===== config.mk =====
export PLATFORM = sky130hd
export DESIGN_NAME = tlm_lut_link_regs
export DESIGN_NICKNAME = d
export VERILOG_FILES = /design/src/hw/tlm_pkg.sv /design/src/hw/tlm_link3w.sv /design/src/hw/tlm_lut_link_regs.sv /design/src/hw/tlm_tbl_mem.sv
export SDC_FILE = /design/constraint.sdc
export NUM_CORES = 2
export LEC_CHECK = 0
export CORE_ASPECT_RATIO = 0.7
export CORE_MARGIN = 10
export CORE_UTILIZATION = 52
export DETAILED_ROUTE_END_ITERATION = 16
export DONT_BUFFER_PORTS = 1
export GPL_TIMING_DRIVEN = 0
export PLACE_DENSITY = 0.77
export SYNTH_ARGS = -nofsm -noshare
export SYNTH_HDL_FRONTEND = slang
export SYNTH_SLANG_ARGS = --single-unit

===== constraint.sdc =====
create_clock -name clk -period 4.4 [get_ports clk]
set_input_delay 0.66 -clock clk [delete_from_list [all_inputs] [get_ports clk]]
set_output_delay 0.66 -clock clk [all_outputs]
set_load 0.005 [all_outputs]

===== src/hw/tlm_pkg.sv =====
// Purpose: Shared constants and types for the table and link register block.
// Assumes: 250 MHz core clock.
// Notes:   Offsets are byte addresses inside each table page.
package tlm_pkg;

	// ------------------------------------------------------------------
	// Table pages and register offsets.
	// ------------------------------------------------------------------
	localparam logic [7:0] TBL_CTRL       = 8'h02;
	localparam logic [7:0] TBL_MOD        = 8'h04;
	localparam logic [7:0] TBL_APC        = 8'h06;
	localparam logic [7:0] OFS_TBL_BASE   = 8'h80;
	localparam logic [7:0] OFS_MOD_LAST   = 8'hC7;
	localparam logic [7:0] OFS_APC_LAST   = 8'hA3;
	localparam logic [7:0] OFS_MOD_HI     = 8'h82;
	localparam logic [7:0] OFS_MOD_LO     = 8'h83;
	localparam logic [7:0] OFS_APC_DAC    = 8'hCD;
	localparam logic [7:0] OFS_LINK_CTRL  = 8'hF8;
	localparam logic [7:0] OFS_LINK_ADDR  = 8'hF9;
	localparam logic [7:0] OFS_LINK_WDATA = 8'hFA;
	localparam logic [7:0] OFS_LINK_RDATA = 8'hFB;
	localparam logic [7:0] OFS_STAT_A     = 8'hFC;
	localparam logic [7:0] OFS_STAT_B     = 8'hFD;
	localparam logic [7:0] RST_BYTE       = 8'h00;

	// ------------------------------------------------------------------
	// Field positions and table sizes.
	// ------------------------------------------------------------------
	localparam int CTRL_START_BIT = 1;
	localparam int CTRL_DIS_BIT   = 0;
	localparam int LINK_RD_BIT    = 7;
	localparam int MOD_ENTRIES    = 72;
	localparam int APC_ENTRIES    = 36;
	localparam int MOD_AW         = 7;
	localparam int APC_AW         = 6;
	localparam int FRAME_BITS     = 16;

	// ------------------------------------------------------------------
	// Timing.
	// ------------------------------------------------------------------
	localparam int CLK_NS        = 4;
	localparam int LINK_HALF_NS  = 100;
	localparam int LINK_HALF_CYC = (LINK_HALF_NS + CLK_NS - 1) / CLK_NS;
	localparam int REFRESH_NS    = 10000;
	localparam int REFRESH_CYC   = REFRESH_NS / CLK_NS;

	// ------------------------------------------------------------------
	// State types.
	// ------------------------------------------------------------------
	typedef enum logic [1:0] {LK_IDLE, LK_LOW, LK_HIGH, LK_FIN} tlm_lnk_t;
	typedef enum logic [1:0] {RS_REG, RS_MOD, RS_APC} tlm_rsrc_t;
	typedef enum logic {LD_IDLE, LD_TAKE} tlm_load_t;
	typedef enum logic [2:0] {
		JB_NONE, JB_MAN, JB_MOD, JB_APC, JB_STA, JB_STB
	} tlm_job_t;

endpackage : tlm_pkg


===== src/hw/tlm_link3w.sv =====
// Purpose: Three-wire master shifting one address byte and one data byte.
// Assumes: Address bit 7 high marks a read; slave samples on rising edge.
// Notes:   Data pin input is filtered through three flip-flops.
`timescale 1ns/1ps
module tlm_link3w #(
	parameter int HALF_CYC = tlm_pkg::LINK_HALF_CYC
)(
	// Clock and reset.
	input  wire logic       clk,
	input  wire logic       rst_n,
	// Transfer request.
	input  wire logic       start,
	input  wire logic [7:0] addr,
	input  wire logic [7:0] wdata,
	output logic            busy,
	output logic            done,
	output logic      [7:0] rdata,
	// Link pins.
	output logic            link_clk,
	output logic            link_cs,
	output logic            link_dio_out,
	output logic            link_dio_oe,
	input  wire logic       link_dio_in
);

	typedef struct packed {
		tlm_pkg::tlm_lnk_t st;
		logic [7:0]        cnt;
		logic [4:0]        bits;
		logic [15:0]       sh;
		logic              rd;
		logic [7:0]        rdata;
		logic              done;
		logic              sclk;
		logic              cs;
		logic              dout;
		logic              doe;
		logic              s1;
		logic              s2;
		logic              s3;
		logic              din;
	} tlm_lnk_st_t;

	tlm_lnk_st_t q;
	tlm_lnk_st_t n;

	always_comb
	begin
		n = q;
		n.done = 1'b0;
		n.s1 = link_dio_in;
		n.s2 = q.s1;
		n.s3 = q.s2;
		if (q.s2 == q.s3)
			n.din = q.s3;
		unique case (q.st)
			tlm_pkg::LK_IDLE:
			begin
				if (start)
				begin
					n.st   = tlm_pkg::LK_LOW;
					n.sh   = {addr, wdata};
					n.rd   = addr[tlm_pkg::LINK_RD_BIT];
					n.bits = '0;
					n.cnt  = '0;
					n.cs   = 1'b1;
					n.sclk = 1'b0;
					n.dout = addr[7];
					n.doe  = 1'b1;
				end
			end
			tlm_pkg::LK_LOW:
			begin
				n.cnt = q.cnt + 8'h01;
				if (q.cnt == 8'(HALF_CYC - 1))
				begin
					n.cnt  = '0;
					n.sclk = 1'b1;
					n.st   = tlm_pkg::LK_HIGH;
				end
			end
			tlm_pkg::LK_HIGH:
			begin
				n.cnt = q.cnt + 8'h01;
				if (q.cnt == 8'(HALF_CYC - 1))
				begin
					n.cnt  = '0;
					n.sclk = 1'b0;
					n.bits = q.bits + 5'h01;
					if (q.rd && q.bits >= 5'h08)
						n.rdata = {q.rdata[6:0], q.din};
					n.sh   = {q.sh[14:0], 1'b0};
					n.dout = q.sh[14];
					n.doe  = !(q.rd && q.bits >= 5'h07);
					if (q.bits == 5'(tlm_pkg::FRAME_BITS - 1))
						n.st = tlm_pkg::LK_FIN;
					else
						n.st = tlm_pkg::LK_LOW;
				end
			end
			tlm_pkg::LK_FIN:
			begin
				n.cs   = 1'b0;
				n.doe  = 1'b0;
				n.dout = 1'b0;
				n.done = 1'b1;
				n.st   = tlm_pkg::LK_IDLE;
			end
		endcase
	end

	always_ff @(posedge clk)
	begin
		if (!rst_n)
			q <= '0;
		else
			q <= n;
	end

	assign busy         = (q.st != tlm_pkg::LK_IDLE);
	assign done         = q.done;
	assign rdata        = q.rdata;
	assign link_clk     = q.sclk;
	assign link_cs      = q.cs;
	assign link_dio_out = q.dout;
	assign link_dio_oe  = q.doe;

endmodule : tlm_link3w


===== src/hw/tlm_lut_link_regs.sv =====
// Purpose: Temperature tables, live drive values and manual link registers.
// Assumes: Password and grant levels come from the host port logic.
// Notes:   Host reads answer two cycles after the request.
`timescale 1ns/1ps
module tlm_lut_link_regs #(
	parameter int         RANGE_W  = 2,
	parameter int         HALF_CYC = tlm_pkg::LINK_HALF_CYC,
	parameter logic [7:0] DRV_STAT_A = 8'h8C,
	parameter logic [7:0] DRV_STAT_B = 8'h8D,
	parameter logic [7:0] DRV_MOD    = 8'h0A,
	parameter logic [7:0] DRV_APC    = 8'h0B
)(
	// Clock and reset.
	input  wire logic               clk,
	input  wire logic               rst_n,
	// Host register port.
	input  wire logic               host_wr,
	input  wire logic               host_rd,
	input  wire logic [7:0]         host_table,
	input  wire logic [7:0]         host_addr,
	input  wire logic [7:0]         host_wdata,
	output logic      [7:0]         host_rdata,
	output logic                    host_rvalid,
	// Access levels.
	input  wire logic               top_password,
	input  wire logic               lower_password,
	input  wire logic               table_rw_grant,
	input  wire logic               table_ro_grant,
	// Temperature.
	input  wire logic [7:0]         temperature_index,
	input  wire logic               temp_conv_done,
	// Mode bits.
	input  wire logic               modulation_manual_enable,
	input  wire logic               modulation_position_select,
	input  wire logic               apc_manual_enable,
	input  wire logic [RANGE_W-1:0] apc_range,
	// Drive values.
	output logic      [8:0]         mod_dac,
	output logic      [RANGE_W+7:0] apc_setpoint,
	// Link pins.
	output logic                    link_clk,
	output logic                    link_cs,
	output logic                    link_dio_out,
	output logic                    link_dio_oe,
	input  wire logic               link_dio_in
);

	// ------------------------------------------------------------------
	// State.
	// ------------------------------------------------------------------
	typedef struct packed {
		logic                ctrl_start;
		logic                ctrl_dis;
		logic [7:0]          man_addr;
		logic [7:0]          man_wdata;
		logic [7:0]          man_rdata;
		logic [7:0]          stat_a;
		logic [7:0]          stat_b;
		logic [8:0]          mod_live;
		logic [7:0]          apc_dac;
		logic [RANGE_W+7:0]  apc_set;
		logic                rd_p1;
		tlm_pkg::tlm_rsrc_t  rd_src;
		logic [7:0]          rd_reg;
		logic [7:0]          host_rdata;
		logic                host_rvalid;
		tlm_pkg::tlm_load_t  ld;
		logic                conv_pend;
		logic                mod_pend;
		logic                apc_pend;
		logic                poll_pend;
		logic                polb_pend;
		logic [15:0]         poll_cnt;
		tlm_pkg::tlm_job_t   job;
		logic                clr_pend;
	} tlm_main_st_t;

	tlm_main_st_t q;
	tlm_main_st_t n;

	logic                      rd_ok;
	logic                      wr_ok;
	logic                      ln_start;
	logic [7:0]                ln_addr;
	logic [7:0]                ln_wdata;
	logic                      ln_busy;
	logic                      ln_done;
	logic [7:0]                ln_rdata;
	logic                      mod_we;
	logic                      apc_we;
	logic [tlm_pkg::MOD_AW-1:0] mod_ra;
	logic [tlm_pkg::APC_AW-1:0] apc_ra;
	logic [tlm_pkg::MOD_AW-1:0] mod_lk;
	logic [tlm_pkg::APC_AW-1:0] apc_lk;
	logic [7:0]                mod_q;
	logic [7:0]                apc_q;
	logic [7:0]                hidx;
	logic [6:0]                apc_half;

	// ------------------------------------------------------------------
	// Decoding helpers.
	// ------------------------------------------------------------------
	function automatic logic in_tbl(input logic [7:0] a,
	                                input logic [7:0] last);
		in_tbl = (a >= tlm_pkg::OFS_TBL_BASE) && (a <= last);
	endfunction : in_tbl

	function automatic logic [7:0] reg_read(input logic [7:0] a);
		reg_read = tlm_pkg::RST_BYTE;
		unique case (a)
			tlm_pkg::OFS_LINK_CTRL:
				reg_read = {6'h00, q.ctrl_start, q.ctrl_dis};
			tlm_pkg::OFS_LINK_ADDR:  reg_read = q.man_addr;
			tlm_pkg::OFS_LINK_WDATA: reg_read = q.man_wdata;
			tlm_pkg::OFS_LINK_RDATA: reg_read = q.man_rdata;
			tlm_pkg::OFS_STAT_A:     reg_read = q.stat_a;
			tlm_pkg::OFS_STAT_B:     reg_read = q.stat_b;
			tlm_pkg::OFS_MOD_HI:     reg_read = q.mod_live[8:1];
			tlm_pkg::OFS_MOD_LO:     reg_read = {7'h00, q.mod_live[0]};
			tlm_pkg::OFS_APC_DAC:    reg_read = q.apc_dac;
			default:                 reg_read = tlm_pkg::RST_BYTE;
		endcase
	endfunction : reg_read

	// ------------------------------------------------------------------
	// Table index lookup.
	// ------------------------------------------------------------------
	always_comb
	begin
		hidx     = host_addr - tlm_pkg::OFS_TBL_BASE;
		apc_half = temperature_index[7:1];
		// Each entry spans 2 degrees for modulation.
		if (temperature_index > 8'(tlm_pkg::MOD_ENTRIES - 1))
			mod_lk = 7'(tlm_pkg::MOD_ENTRIES - 1);
		else
			mod_lk = temperature_index[6:0];
		// Each entry spans 4 degrees for the APC table.
		if (apc_half > 7'(tlm_pkg::APC_ENTRIES - 1))
			apc_lk = 6'(tlm_pkg::APC_ENTRIES - 1);
		else
			apc_lk = apc_half[5:0];
	end

	// ------------------------------------------------------------------
	// Next state.
	// ------------------------------------------------------------------
	always_comb
	begin
		n = q;
		rd_ok = top_password ||
		        (lower_password && (table_rw_grant || table_ro_grant));
		wr_ok = top_password || (lower_password && table_rw_grant);
		ln_start = 1'b0;
		ln_addr  = q.man_addr;
		ln_wdata = q.man_wdata;
		mod_we   = 1'b0;
		apc_we   = 1'b0;
		mod_ra   = mod_lk;
		apc_ra   = apc_lk;
		n.rd_p1       = 1'b0;
		n.host_rvalid = 1'b0;
		n.apc_set     = {apc_range, q.apc_dac};

		// Link arbitration: manual first, automatic only when enabled.
		// It runs before every setter so a set in the same cycle wins.
		if (q.job == tlm_pkg::JB_NONE && !ln_busy && !ln_done)
		begin
			if (q.ctrl_start && !q.clr_pend)
			begin
				ln_start = 1'b1;
				ln_addr  = q.man_addr;
				ln_wdata = q.man_wdata;
				n.job    = tlm_pkg::JB_MAN;
			end
			else if (!q.ctrl_dis)
			begin
				if (q.mod_pend)
				begin
					ln_start   = 1'b1;
					ln_addr    = DRV_MOD;
					ln_wdata   = q.mod_live[8:1];
					n.mod_pend = 1'b0;
					n.job      = tlm_pkg::JB_MOD;
				end
				else if (q.apc_pend)
				begin
					ln_start   = 1'b1;
					ln_addr    = DRV_APC;
					ln_wdata   = q.apc_dac;
					n.apc_pend = 1'b0;
					n.job      = tlm_pkg::JB_APC;
				end
				else if (q.polb_pend)
				begin
					ln_start    = 1'b1;
					ln_addr     = DRV_STAT_B;
					n.polb_pend = 1'b0;
					n.job       = tlm_pkg::JB_STB;
				end
				else if (q.poll_pend)
				begin
					ln_start    = 1'b1;
					ln_addr     = DRV_STAT_A;
					n.poll_pend = 1'b0;
					n.job       = tlm_pkg::JB_STA;
				end
			end
		end

		// Host reads.
		if (host_rd)
		begin
			n.rd_p1  = 1'b1;
			n.rd_src = tlm_pkg::RS_REG;
			n.rd_reg = tlm_pkg::RST_BYTE;
			mod_ra   = hidx[tlm_pkg::MOD_AW-1:0];
			apc_ra   = hidx[tlm_pkg::APC_AW-1:0];
			if (rd_ok)
			begin
				if (host_table == tlm_pkg::TBL_CTRL)
					n.rd_reg = reg_read(host_addr);
				else if (host_table == tlm_pkg::TBL_MOD &&
				         in_tbl(host_addr, tlm_pkg::OFS_MOD_LAST))
					n.rd_src = tlm_pkg::RS_MOD;
				else if (host_table == tlm_pkg::TBL_APC &&
				         in_tbl(host_addr, tlm_pkg::OFS_APC_LAST))
					n.rd_src = tlm_pkg::RS_APC;
			end
		end
		if (q.rd_p1)
		begin
			n.host_rvalid = 1'b1;
			unique case (q.rd_src)
				tlm_pkg::RS_MOD: n.host_rdata = mod_q;
				tlm_pkg::RS_APC: n.host_rdata = apc_q;
				default:         n.host_rdata = q.rd_reg;
			endcase
		end

		// Host writes.
		if (host_wr && wr_ok)
		begin
			if (host_table == tlm_pkg::TBL_MOD)
				mod_we = in_tbl(host_addr, tlm_pkg::OFS_MOD_LAST);
			if (host_table == tlm_pkg::TBL_APC)
				apc_we = in_tbl(host_addr, tlm_pkg::OFS_APC_LAST);
			if (host_table == tlm_pkg::TBL_CTRL)
			begin
				unique case (host_addr)
					tlm_pkg::OFS_LINK_CTRL:
					begin
						n.ctrl_dis = host_wdata[tlm_pkg::CTRL_DIS_BIT];
						if (host_wdata[tlm_pkg::CTRL_START_BIT])
							n.ctrl_start = 1'b1;
					end
					tlm_pkg::OFS_LINK_ADDR:  n.man_addr  = host_wdata;
					tlm_pkg::OFS_LINK_WDATA: n.man_wdata = host_wdata;
					tlm_pkg::OFS_MOD_HI:
					begin
						if (modulation_manual_enable)
						begin
							n.mod_live[8:1] = host_wdata;
							n.mod_pend      = 1'b1;
						end
					end
					tlm_pkg::OFS_MOD_LO:
					begin
						if (modulation_manual_enable)
						begin
							n.mod_live[0] = host_wdata[0];
							n.mod_pend    = 1'b1;
						end
					end
					tlm_pkg::OFS_APC_DAC:
					begin
						if (apc_manual_enable)
						begin
							n.apc_dac  = host_wdata;
							n.apc_pend = 1'b1;
						end
					end
					default:
					begin
					end
				endcase
			end
		end

		// Table loads after each temperature conversion.
		unique case (q.ld)
			tlm_pkg::LD_IDLE:
			begin
				if (q.conv_pend && !host_rd)
				begin
					n.conv_pend = 1'b0;
					n.ld        = tlm_pkg::LD_TAKE;
				end
			end
			tlm_pkg::LD_TAKE:
			begin
				n.ld = tlm_pkg::LD_IDLE;
				if (!modulation_manual_enable)
				begin
					if (modulation_position_select)
						n.mod_live = {mod_q, 1'b0};
					else
						n.mod_live = {1'b0, mod_q};
					n.mod_pend = 1'b1;
				end
				if (!apc_manual_enable)
				begin
					n.apc_dac  = apc_q;
					n.apc_pend = 1'b1;
				end
			end
		endcase
		if (temp_conv_done)
			n.conv_pend = 1'b1;

		// Status refresh timer.
		if (q.poll_cnt == 16'(tlm_pkg::REFRESH_CYC - 1))
		begin
			n.poll_cnt  = '0;
			n.poll_pend = 1'b1;
		end
		else
			n.poll_cnt = q.poll_cnt + 16'h0001;

		// Link completion.
		if (ln_done)
		begin
			n.job = tlm_pkg::JB_NONE;
			unique case (q.job)
				tlm_pkg::JB_MAN:
				begin
					if (q.man_addr[tlm_pkg::LINK_RD_BIT])
						n.man_rdata = ln_rdata;
					n.clr_pend = 1'b1;
				end
				tlm_pkg::JB_STA:
				begin
					n.stat_a    = ln_rdata;
					n.polb_pend = 1'b1;
				end
				tlm_pkg::JB_STB: n.stat_b = ln_rdata;
				default:
				begin
				end
			endcase
		end

		// Start bit drops one cycle after the read data landed.
		if (q.clr_pend)
		begin
			n.clr_pend = 1'b0;
			if (!(host_wr && wr_ok && host_table == tlm_pkg::TBL_CTRL &&
			      host_addr == tlm_pkg::OFS_LINK_CTRL &&
			      host_wdata[tlm_pkg::CTRL_START_BIT]))
				n.ctrl_start = 1'b0;
		end
	end

	always_ff @(posedge clk)
	begin
		if (!rst_n)
			q <= '0;
		else
			q <= n;
	end

	// ------------------------------------------------------------------
	// Tables and link master.
	// ------------------------------------------------------------------
	tlm_tbl_mem #(
		.W     (8),
		.DEPTH (tlm_pkg::MOD_ENTRIES),
		.AW    (tlm_pkg::MOD_AW)
	) u_mod_tbl (
		.clk     (clk),
		.rst_n   (rst_n),
		.wr_en   (mod_we),
		.wr_addr (hidx[tlm_pkg::MOD_AW-1:0]),
		.wr_data (host_wdata),
		.rd_addr (mod_ra),
		.rd_data (mod_q)
	);

	tlm_tbl_mem #(
		.W     (8),
		.DEPTH (tlm_pkg::APC_ENTRIES),
		.AW    (tlm_pkg::APC_AW)
	) u_apc_tbl (
		.clk     (clk),
		.rst_n   (rst_n),
		.wr_en   (apc_we),
		.wr_addr (hidx[tlm_pkg::APC_AW-1:0]),
		.wr_data (host_wdata),
		.rd_addr (apc_ra),
		.rd_data (apc_q)
	);

	tlm_link3w #(
		.HALF_CYC (HALF_CYC)
	) u_link (
		.clk          (clk),
		.rst_n        (rst_n),
		.start        (ln_start),
		.addr         (ln_addr),
		.wdata        (ln_wdata),
		.busy         (ln_busy),
		.done         (ln_done),
		.rdata        (ln_rdata),
		.link_clk     (link_clk),
		.link_cs      (link_cs),
		.link_dio_out (link_dio_out),
		.link_dio_oe  (link_dio_oe),
		.link_dio_in  (link_dio_in)
	);

	assign host_rdata   = q.host_rdata;
	assign host_rvalid  = q.host_rvalid;
	assign mod_dac      = q.mod_live;
	assign apc_setpoint = q.apc_set;

endmodule : tlm_lut_link_regs


===== src/hw/tlm_tbl_mem.sv =====
// Purpose: Byte table with one write port and a registered read port.
// Assumes: Write address is always below DEPTH.
// Notes:   All cells clear to zero under reset.
`timescale 1ns/1ps
module tlm_tbl_mem #(
	parameter int W     = 8,
	parameter int DEPTH = 72,
	parameter int AW    = 7
)(
	// Clock and reset.
	input  wire logic          clk,
	input  wire logic          rst_n,
	// Write port.
	input  wire logic          wr_en,
	input  wire logic [AW-1:0] wr_addr,
	input  wire logic [W-1:0]  wr_data,
	// Read port.
	input  wire logic [AW-1:0] rd_addr,
	output logic      [W-1:0]  rd_data
);

	typedef struct packed {
		logic [DEPTH-1:0][W-1:0] cells;
		logic [W-1:0]            rdata;
	} tlm_mem_st_t;

	tlm_mem_st_t q;
	tlm_mem_st_t n;

	always_comb
	begin
		n = q;
		if (wr_en)
			n.cells[wr_addr] = wr_data;
		n.rdata = q.cells[rd_addr];
	end

	always_ff @(posedge clk)
	begin
		if (!rst_n)
			q <= '0;
		else
			q <= n;
	end

	assign rd_data = q.rdata;

endmodule : tlm_tbl_mem


Yosys cells after proc, flatten, opt, wreduce, memory -nomap -nowiden:

Cells that the tools add are included.

* reductions and logical operators: 58
* order comparisons: 13
* add/subtract/negate cells: 4
* muxes and demuxes: 109
* eq/ne operators: 34
* bitwise operators: 2

Operators with widths (number)
* $bwmux W576: 1
* $bwmux W288: 1
* $mux W8: 24
* $eq A8 B8 Y1 const B: 9
* $pmux W8 S9: 1
* $bmux W8 S7: 1
* $demux W8 S7: 1
* $mux W17: 3
* $bmux W8 S6: 1
* $demux W8 S6: 1
* $pmux W21 S2: 1
* $mux W18: 2
* $mux W1: 32
* $mux W32: 1
* $mux W31: 1
* $reduce_and A3 Y1: 9
* $pmux W8 S3: 1
* $mux W2: 11
* $mux W3: 7
* $mux W10: 2
* $logic_and A1 B1 Y1: 18
* $mux W9: 2
* $add A16 B1 Y16 const B: 1
* $eq A16 B12 Y1 const B: 1
* 45 further kinds: 88

* bits in registers: 1043
* input port bits: 47
* word-level logic and storage cells: 369
* output and inout bits: 32

Depth between registers and ports, before layout:

* word-level depth: 12
* gate-level depth with buffers: 13
* mapped depth without buffers: 10

Cells and area by module:

From an unflattened synthesis, not the netlist that was laid out.

* cells, all modules: 5410
* area total of the unflattened synthesis: 49476.2 µm²

Modules (own cells, without submodules)
* tlm_tbl_mem at u_mod_tbl: cells an instance 2902, seq. area each 11691.2 µm², instances 1, area each 27392.5 µm²
* tlm_tbl_mem at u_apc_tbl: cells an instance 1542, seq. area each 5925.7 µm², instances 1, area each 13877.1 µm²
* tlm_lut_link_regs: cells an instance 706, seq. area each 2302.2 µm², instances 1, area each 5855.6 µm²
* tlm_link3w: cells an instance 260, seq. area each 960.9 µm², instances 1, area each 2351.0 µm²

Worst setup path before layout:

Ideal clock, no wire load.

* path kind: input -> register
* start point: input host_table[0]
* end point: register u_apc_tbl.q[176] (netlist name)
* stages: 10
* arrival: 2734 ps
* path buffers: 2
* required time: 4268 ps
* setup slack: 1534 ps
* cell sequence: nor4_1 -> nand3_1 -> or4_1 -> or2_1 -> clkbuf_1 -> nor4_4 -> buf_4 -> nand2_2 -> nand2_1 -> a21oi_1

* cells in the longest elaborated chain, start to end: 3

RTL lines
* start, declared: line tlm_lut_link_regs.sv:19 `input wire logic [7:0] host_table,`
* $eq A8 B3 Y1: line tlm_lut_link_regs.sv:245 `if (host_table == tlm_pkg::TBL_APC)`
* $mux W1: line tlm_lut_link_regs.sv:245
* $mux W1: line tlm_lut_link_regs.sv:241 `if (host_wr && wr_ok)`
* end signal, assigned: line tlm_tbl_mem.sv:43 `q <= n;`
* end, declared: line tlm_tbl_mem.sv:27 `tlm_mem_st_t q;`

Every way passes these cells.
A chain may end at the register's enable or synchronous reset.

Worst setup path in the final report:

* start point: input host_addr[2]
* end point: register u_mod_tbl.q (netlist bit u_mod_tbl.rd_data[1])

* cells in the longest elaborated chain, start to end: 4

RTL lines
* start, declared: line tlm_lut_link_regs.sv:20 `input wire logic [7:0] host_addr,`
* $sub A7 B1 Y7: line tlm_lut_link_regs.sv:130 `hidx = host_addr - tlm_pkg::OFS_TBL_BASE;`
* $mux W7: line tlm_lut_link_regs.sv:211 `if (host_rd)`
* $bmux W8 S7: line tlm_tbl_mem.sv:35 `n.rdata = q.cells[rd_addr];`
* $mux W8 (not written as such): line tlm_tbl_mem.sv:35
* end signal, assigned: line tlm_tbl_mem.sv:43
* end, declared: line tlm_tbl_mem.sv:27

Every way passes these cells. The select of a mux whose other input is x is not followed.

==> results.cfg <==
[run_status]
status = finished with violations
violations = capacitance limit, slew limit, setup timing

[grt]
top_usage_layer = met1
gr-usage-all-layers = 0.3843
antenna_found_initial = 11
grt_pass1_vias = 44800
grt_pass1_wl_mm = 297.8
met1_usage = 0.5370
grt_max_degree = 15
overflow = 0
grt_use_met2 = 0.4952
gr-usage-met3 = 0.1781

[finish]
seq_area_sq_mm = 0.02088
mostFrequentLayoutCells = nand2_1 (2124), dfxtp_1 (1043), a21oi_1 (987), nand3_1 (505), clkbuf_1 (388)
post-route-util = 0.5844
layout_commonest_cell = nand2_1
num-nets-final = 6549
drive_above_1_share = 0.04992
area_growth_syn_to_layout_pct = 10.87
nFillCells = 8311
multi_input_area_sq_mm = 0.02353

[setup_path]
crit_required_ns = 4.93
worst-path-max-fanout = 10
crit_end = u_mod_tbl.rd_data[1]
critPathKind = input port to flop
r2r_start = u_link.q[48]
end_kind = flop
r2r_cells = 9
cp_data_arrival_time_ns = 5.02
critPathLaunchType = input port
setup.worst_path.start = host_addr[2]
r2r_end = u_link.q[22]
r2r_slack_ns = 1.24

[sta]
skew_ns = 0.02480
fmax_ghz = 0.2225
rsz0062_at_grt = no
finalHoldViolCount = 0
slew_viol_final = 41
finalSetupViolations = 12
slew_headroom = -0.1507
tightestPinTransition_ns = 1.726
setup_ws_ns = -0.09344
finalCritPeriodShare = 1.021
period_minus_slack_ns = 4.493

[cts]
cts.sinks = 1043
post_cts_buffers = 0
clk_latency_ns = 0.75
numCtsBuffers = 101
cts_buffer_depth = 3
clk_pin_slew_ns = 0.07
cts_hold_buf = 0
cts_max_level = 3
root_buffer = clkbuf_16
cts_tree = yes

[synth]
synthCells = 6382
avgSynthCellArea_sq_um = 7.307
ys_seq_area_frac = 0.4478
synth_edf_count = 0
ys_async_sr_fraction = 0
synth_flop_cell = dfxtp_1
syn_area_sq_mm = 0.04663
syn_nets = 6444
ys_warn_count = 0
synth-seq-cells = 1043
ys_types = 66

[drt]
post_drt_wl_per_cell_um = 26.70
via_per_inst = 6.510
detail-route-antenna-nets = 0
wl_mm = 206.8
dr.first_iter.drc_count = 8623
num_vias = 50430
drc = 0
first_pass_iters = 7

[die]
rows = 91
io_pins = 79
initial_core_util = 0.5271
dieArea_sq_mm = 0.1022
die_w_um = 377.9
die_h_um = 270.5
coreArea_sq_mm = 0.08847

[power]
pwr_density_cell_mw_per_mm2 = 401.8
max-vdd-ir-drop_mv = 0.3602
total_power_mw = 20.77
leakage_nw = 16.46

[job]
cap_violations = 4

[placed_design]
port_buffers = 0
gp_congestion = 1.034
detailedPlace.worstSlack_ns = -0.9023
dp_hpwl_mm = 148.5

[worst_hold_path]
hold_class = input port to flop
-- through the flow --
step	setup TNS, ns	std cells	instance area [sq um]	hold WS [ns]
2_1_floorplan	0	6382	46630	0.3887
3_3_place_gp	-139.36	7544	48080	0.4008
3_5_place_dp	-52.32	7545	48120	0.4065
4_1_cts	0	7732	51610	0.04497
5_1_grt	0	7735	51670	0.05596
6_report	-0.3466	7747	51700	0.06186
-- power breakdown --
group,internal (mW),switching [mW]
combinational,0.347,1.50
clock,5.32,4.05
sequential,9.50,0.0522
total,15.2,5.59
-- logic make-up after synthesis --
family                     after synthesis  synth area share
DFF                                   1043            0.4478
AOI/OAI and AO/OA                     1427            0.1717
adders and majority gates               15          0.004025
muxes                                  184           0.03950
and+or+nand+nor                       3148            0.2845
buffers and inverters                  543           0.04838
xor gates and xnor gates                22          0.004132
-- sequential cells by signal, summed over array words and instances, names as in the netlist, 9 cells and up --
register      count
u_link.q         33
apc_setpoint     10
u_mod_tbl.q     576
u_apc_tbl.q     288
q                79
mod_dac           9
-- per-layer routing --
layer | vias up | routed length, um
met5 | - | 363
met4 | 14 | 9740
met3 | 641 | 36970
met2 | 3948 | 77420
met1 | 23870 | 82350
li1 | 21960 | -
-- cells in the mapped netlist (7+ instances only) --
master / number / area [sq um]
a211o_1: 7 / 61.31
a21oi_1: 988 / 4945
buf_4: 28 / 210.2
o22ai_1: 46 / 287.8
nor4_1: 30 / 187.7
mux2i_1: 184 / 1842
ha_1: 15 / 187.7
a222oi_1: 7 / 70.07
xnor2_1: 7 / 61.31
nor2_1: 214 / 803.3
a211oi_1: 34 / 255.2
nor2b_1: 12 / 75.07
and3_1: 98 / 613.1
xor2_1: 15 / 131.4
or3_1: 13 / 81.33
inv_1: 28 / 105.1
o2111ai_1: 7 / 61.31
nand4_1: 35 / 219.0
a22oi_1: 39 / 292.8
o22a_1: 7 / 61.31
buf_1: 21 / 78.83
and2_1: 21 / 131.4
nor3_1: 37 / 185.2
dfxtp_1: 1043 / 20880
nand2_1: 2124 / 7973
nand2b_1: 7 / 43.79
buf_2: 89 / 445.4
nand3_1: 505 / 2527
nor3b_1: 11 / 82.58
a311oi_1: 54 / 473.0
a221oi_1: 19 / 166.4
o221ai_1: 7 / 61.31
a31oi_1: 61 / 381.6
clkbuf_1: 375 / 1408
o21ai_0: 110 / 550.5
-- worst max-delay path, stage by stage --
cell       delay (ns)
clkbuf_1         0.49
nor2b_1          0.16
a21oi_2          0.52
buf_2            0.46
buf_2            0.60
nor2_1           0.33
a2111oi_1        0.94
a311o_1          0.56
nand3_1          0.28
-- how the worst min path moves through the flow --
| stage | start | depth (start not counted) | slack [ns] | end |
|---|---|---|---|---|
| final | apc_range[0] | 1 | 0.06 | apc_setpoint[8] |
| after global routing | apc_range[0] | 1 | 0.06 | apc_setpoint[8] |
| after CTS | apc_range[1] | 1 | 0.04 | apc_setpoint[9] |
| after detailed placement | q[0] | 1 | 0.41 | q[0] |
| after global placement | q[0] | 1 | 0.40 | q[0] |
| after floorplan | q[0] | 1 | 0.39 | q[0] |
-- final cells by class --
class,count,area share
Clock inverter,32,0.008180
Tap cell,1162,0.02812
Multi-Input combinational cell,4796,0.4552
Buffer,514,0.04185
Timing Repair Buffer,2,0.0007503
Clock buffer,155,0.05925
Antenna cell,14,0.0006777
Inverter,29,0.002106
Sequential cell,1043,0.4039
-- repair_timing --
item | CTS | global route
resized for setup | 4 | 9
endpoints found under the hold margin | 0 | 0
cloned | 0 | 0
endpoints found under the setup margin | 4 | 19
(Power assumes the default switching activity.)
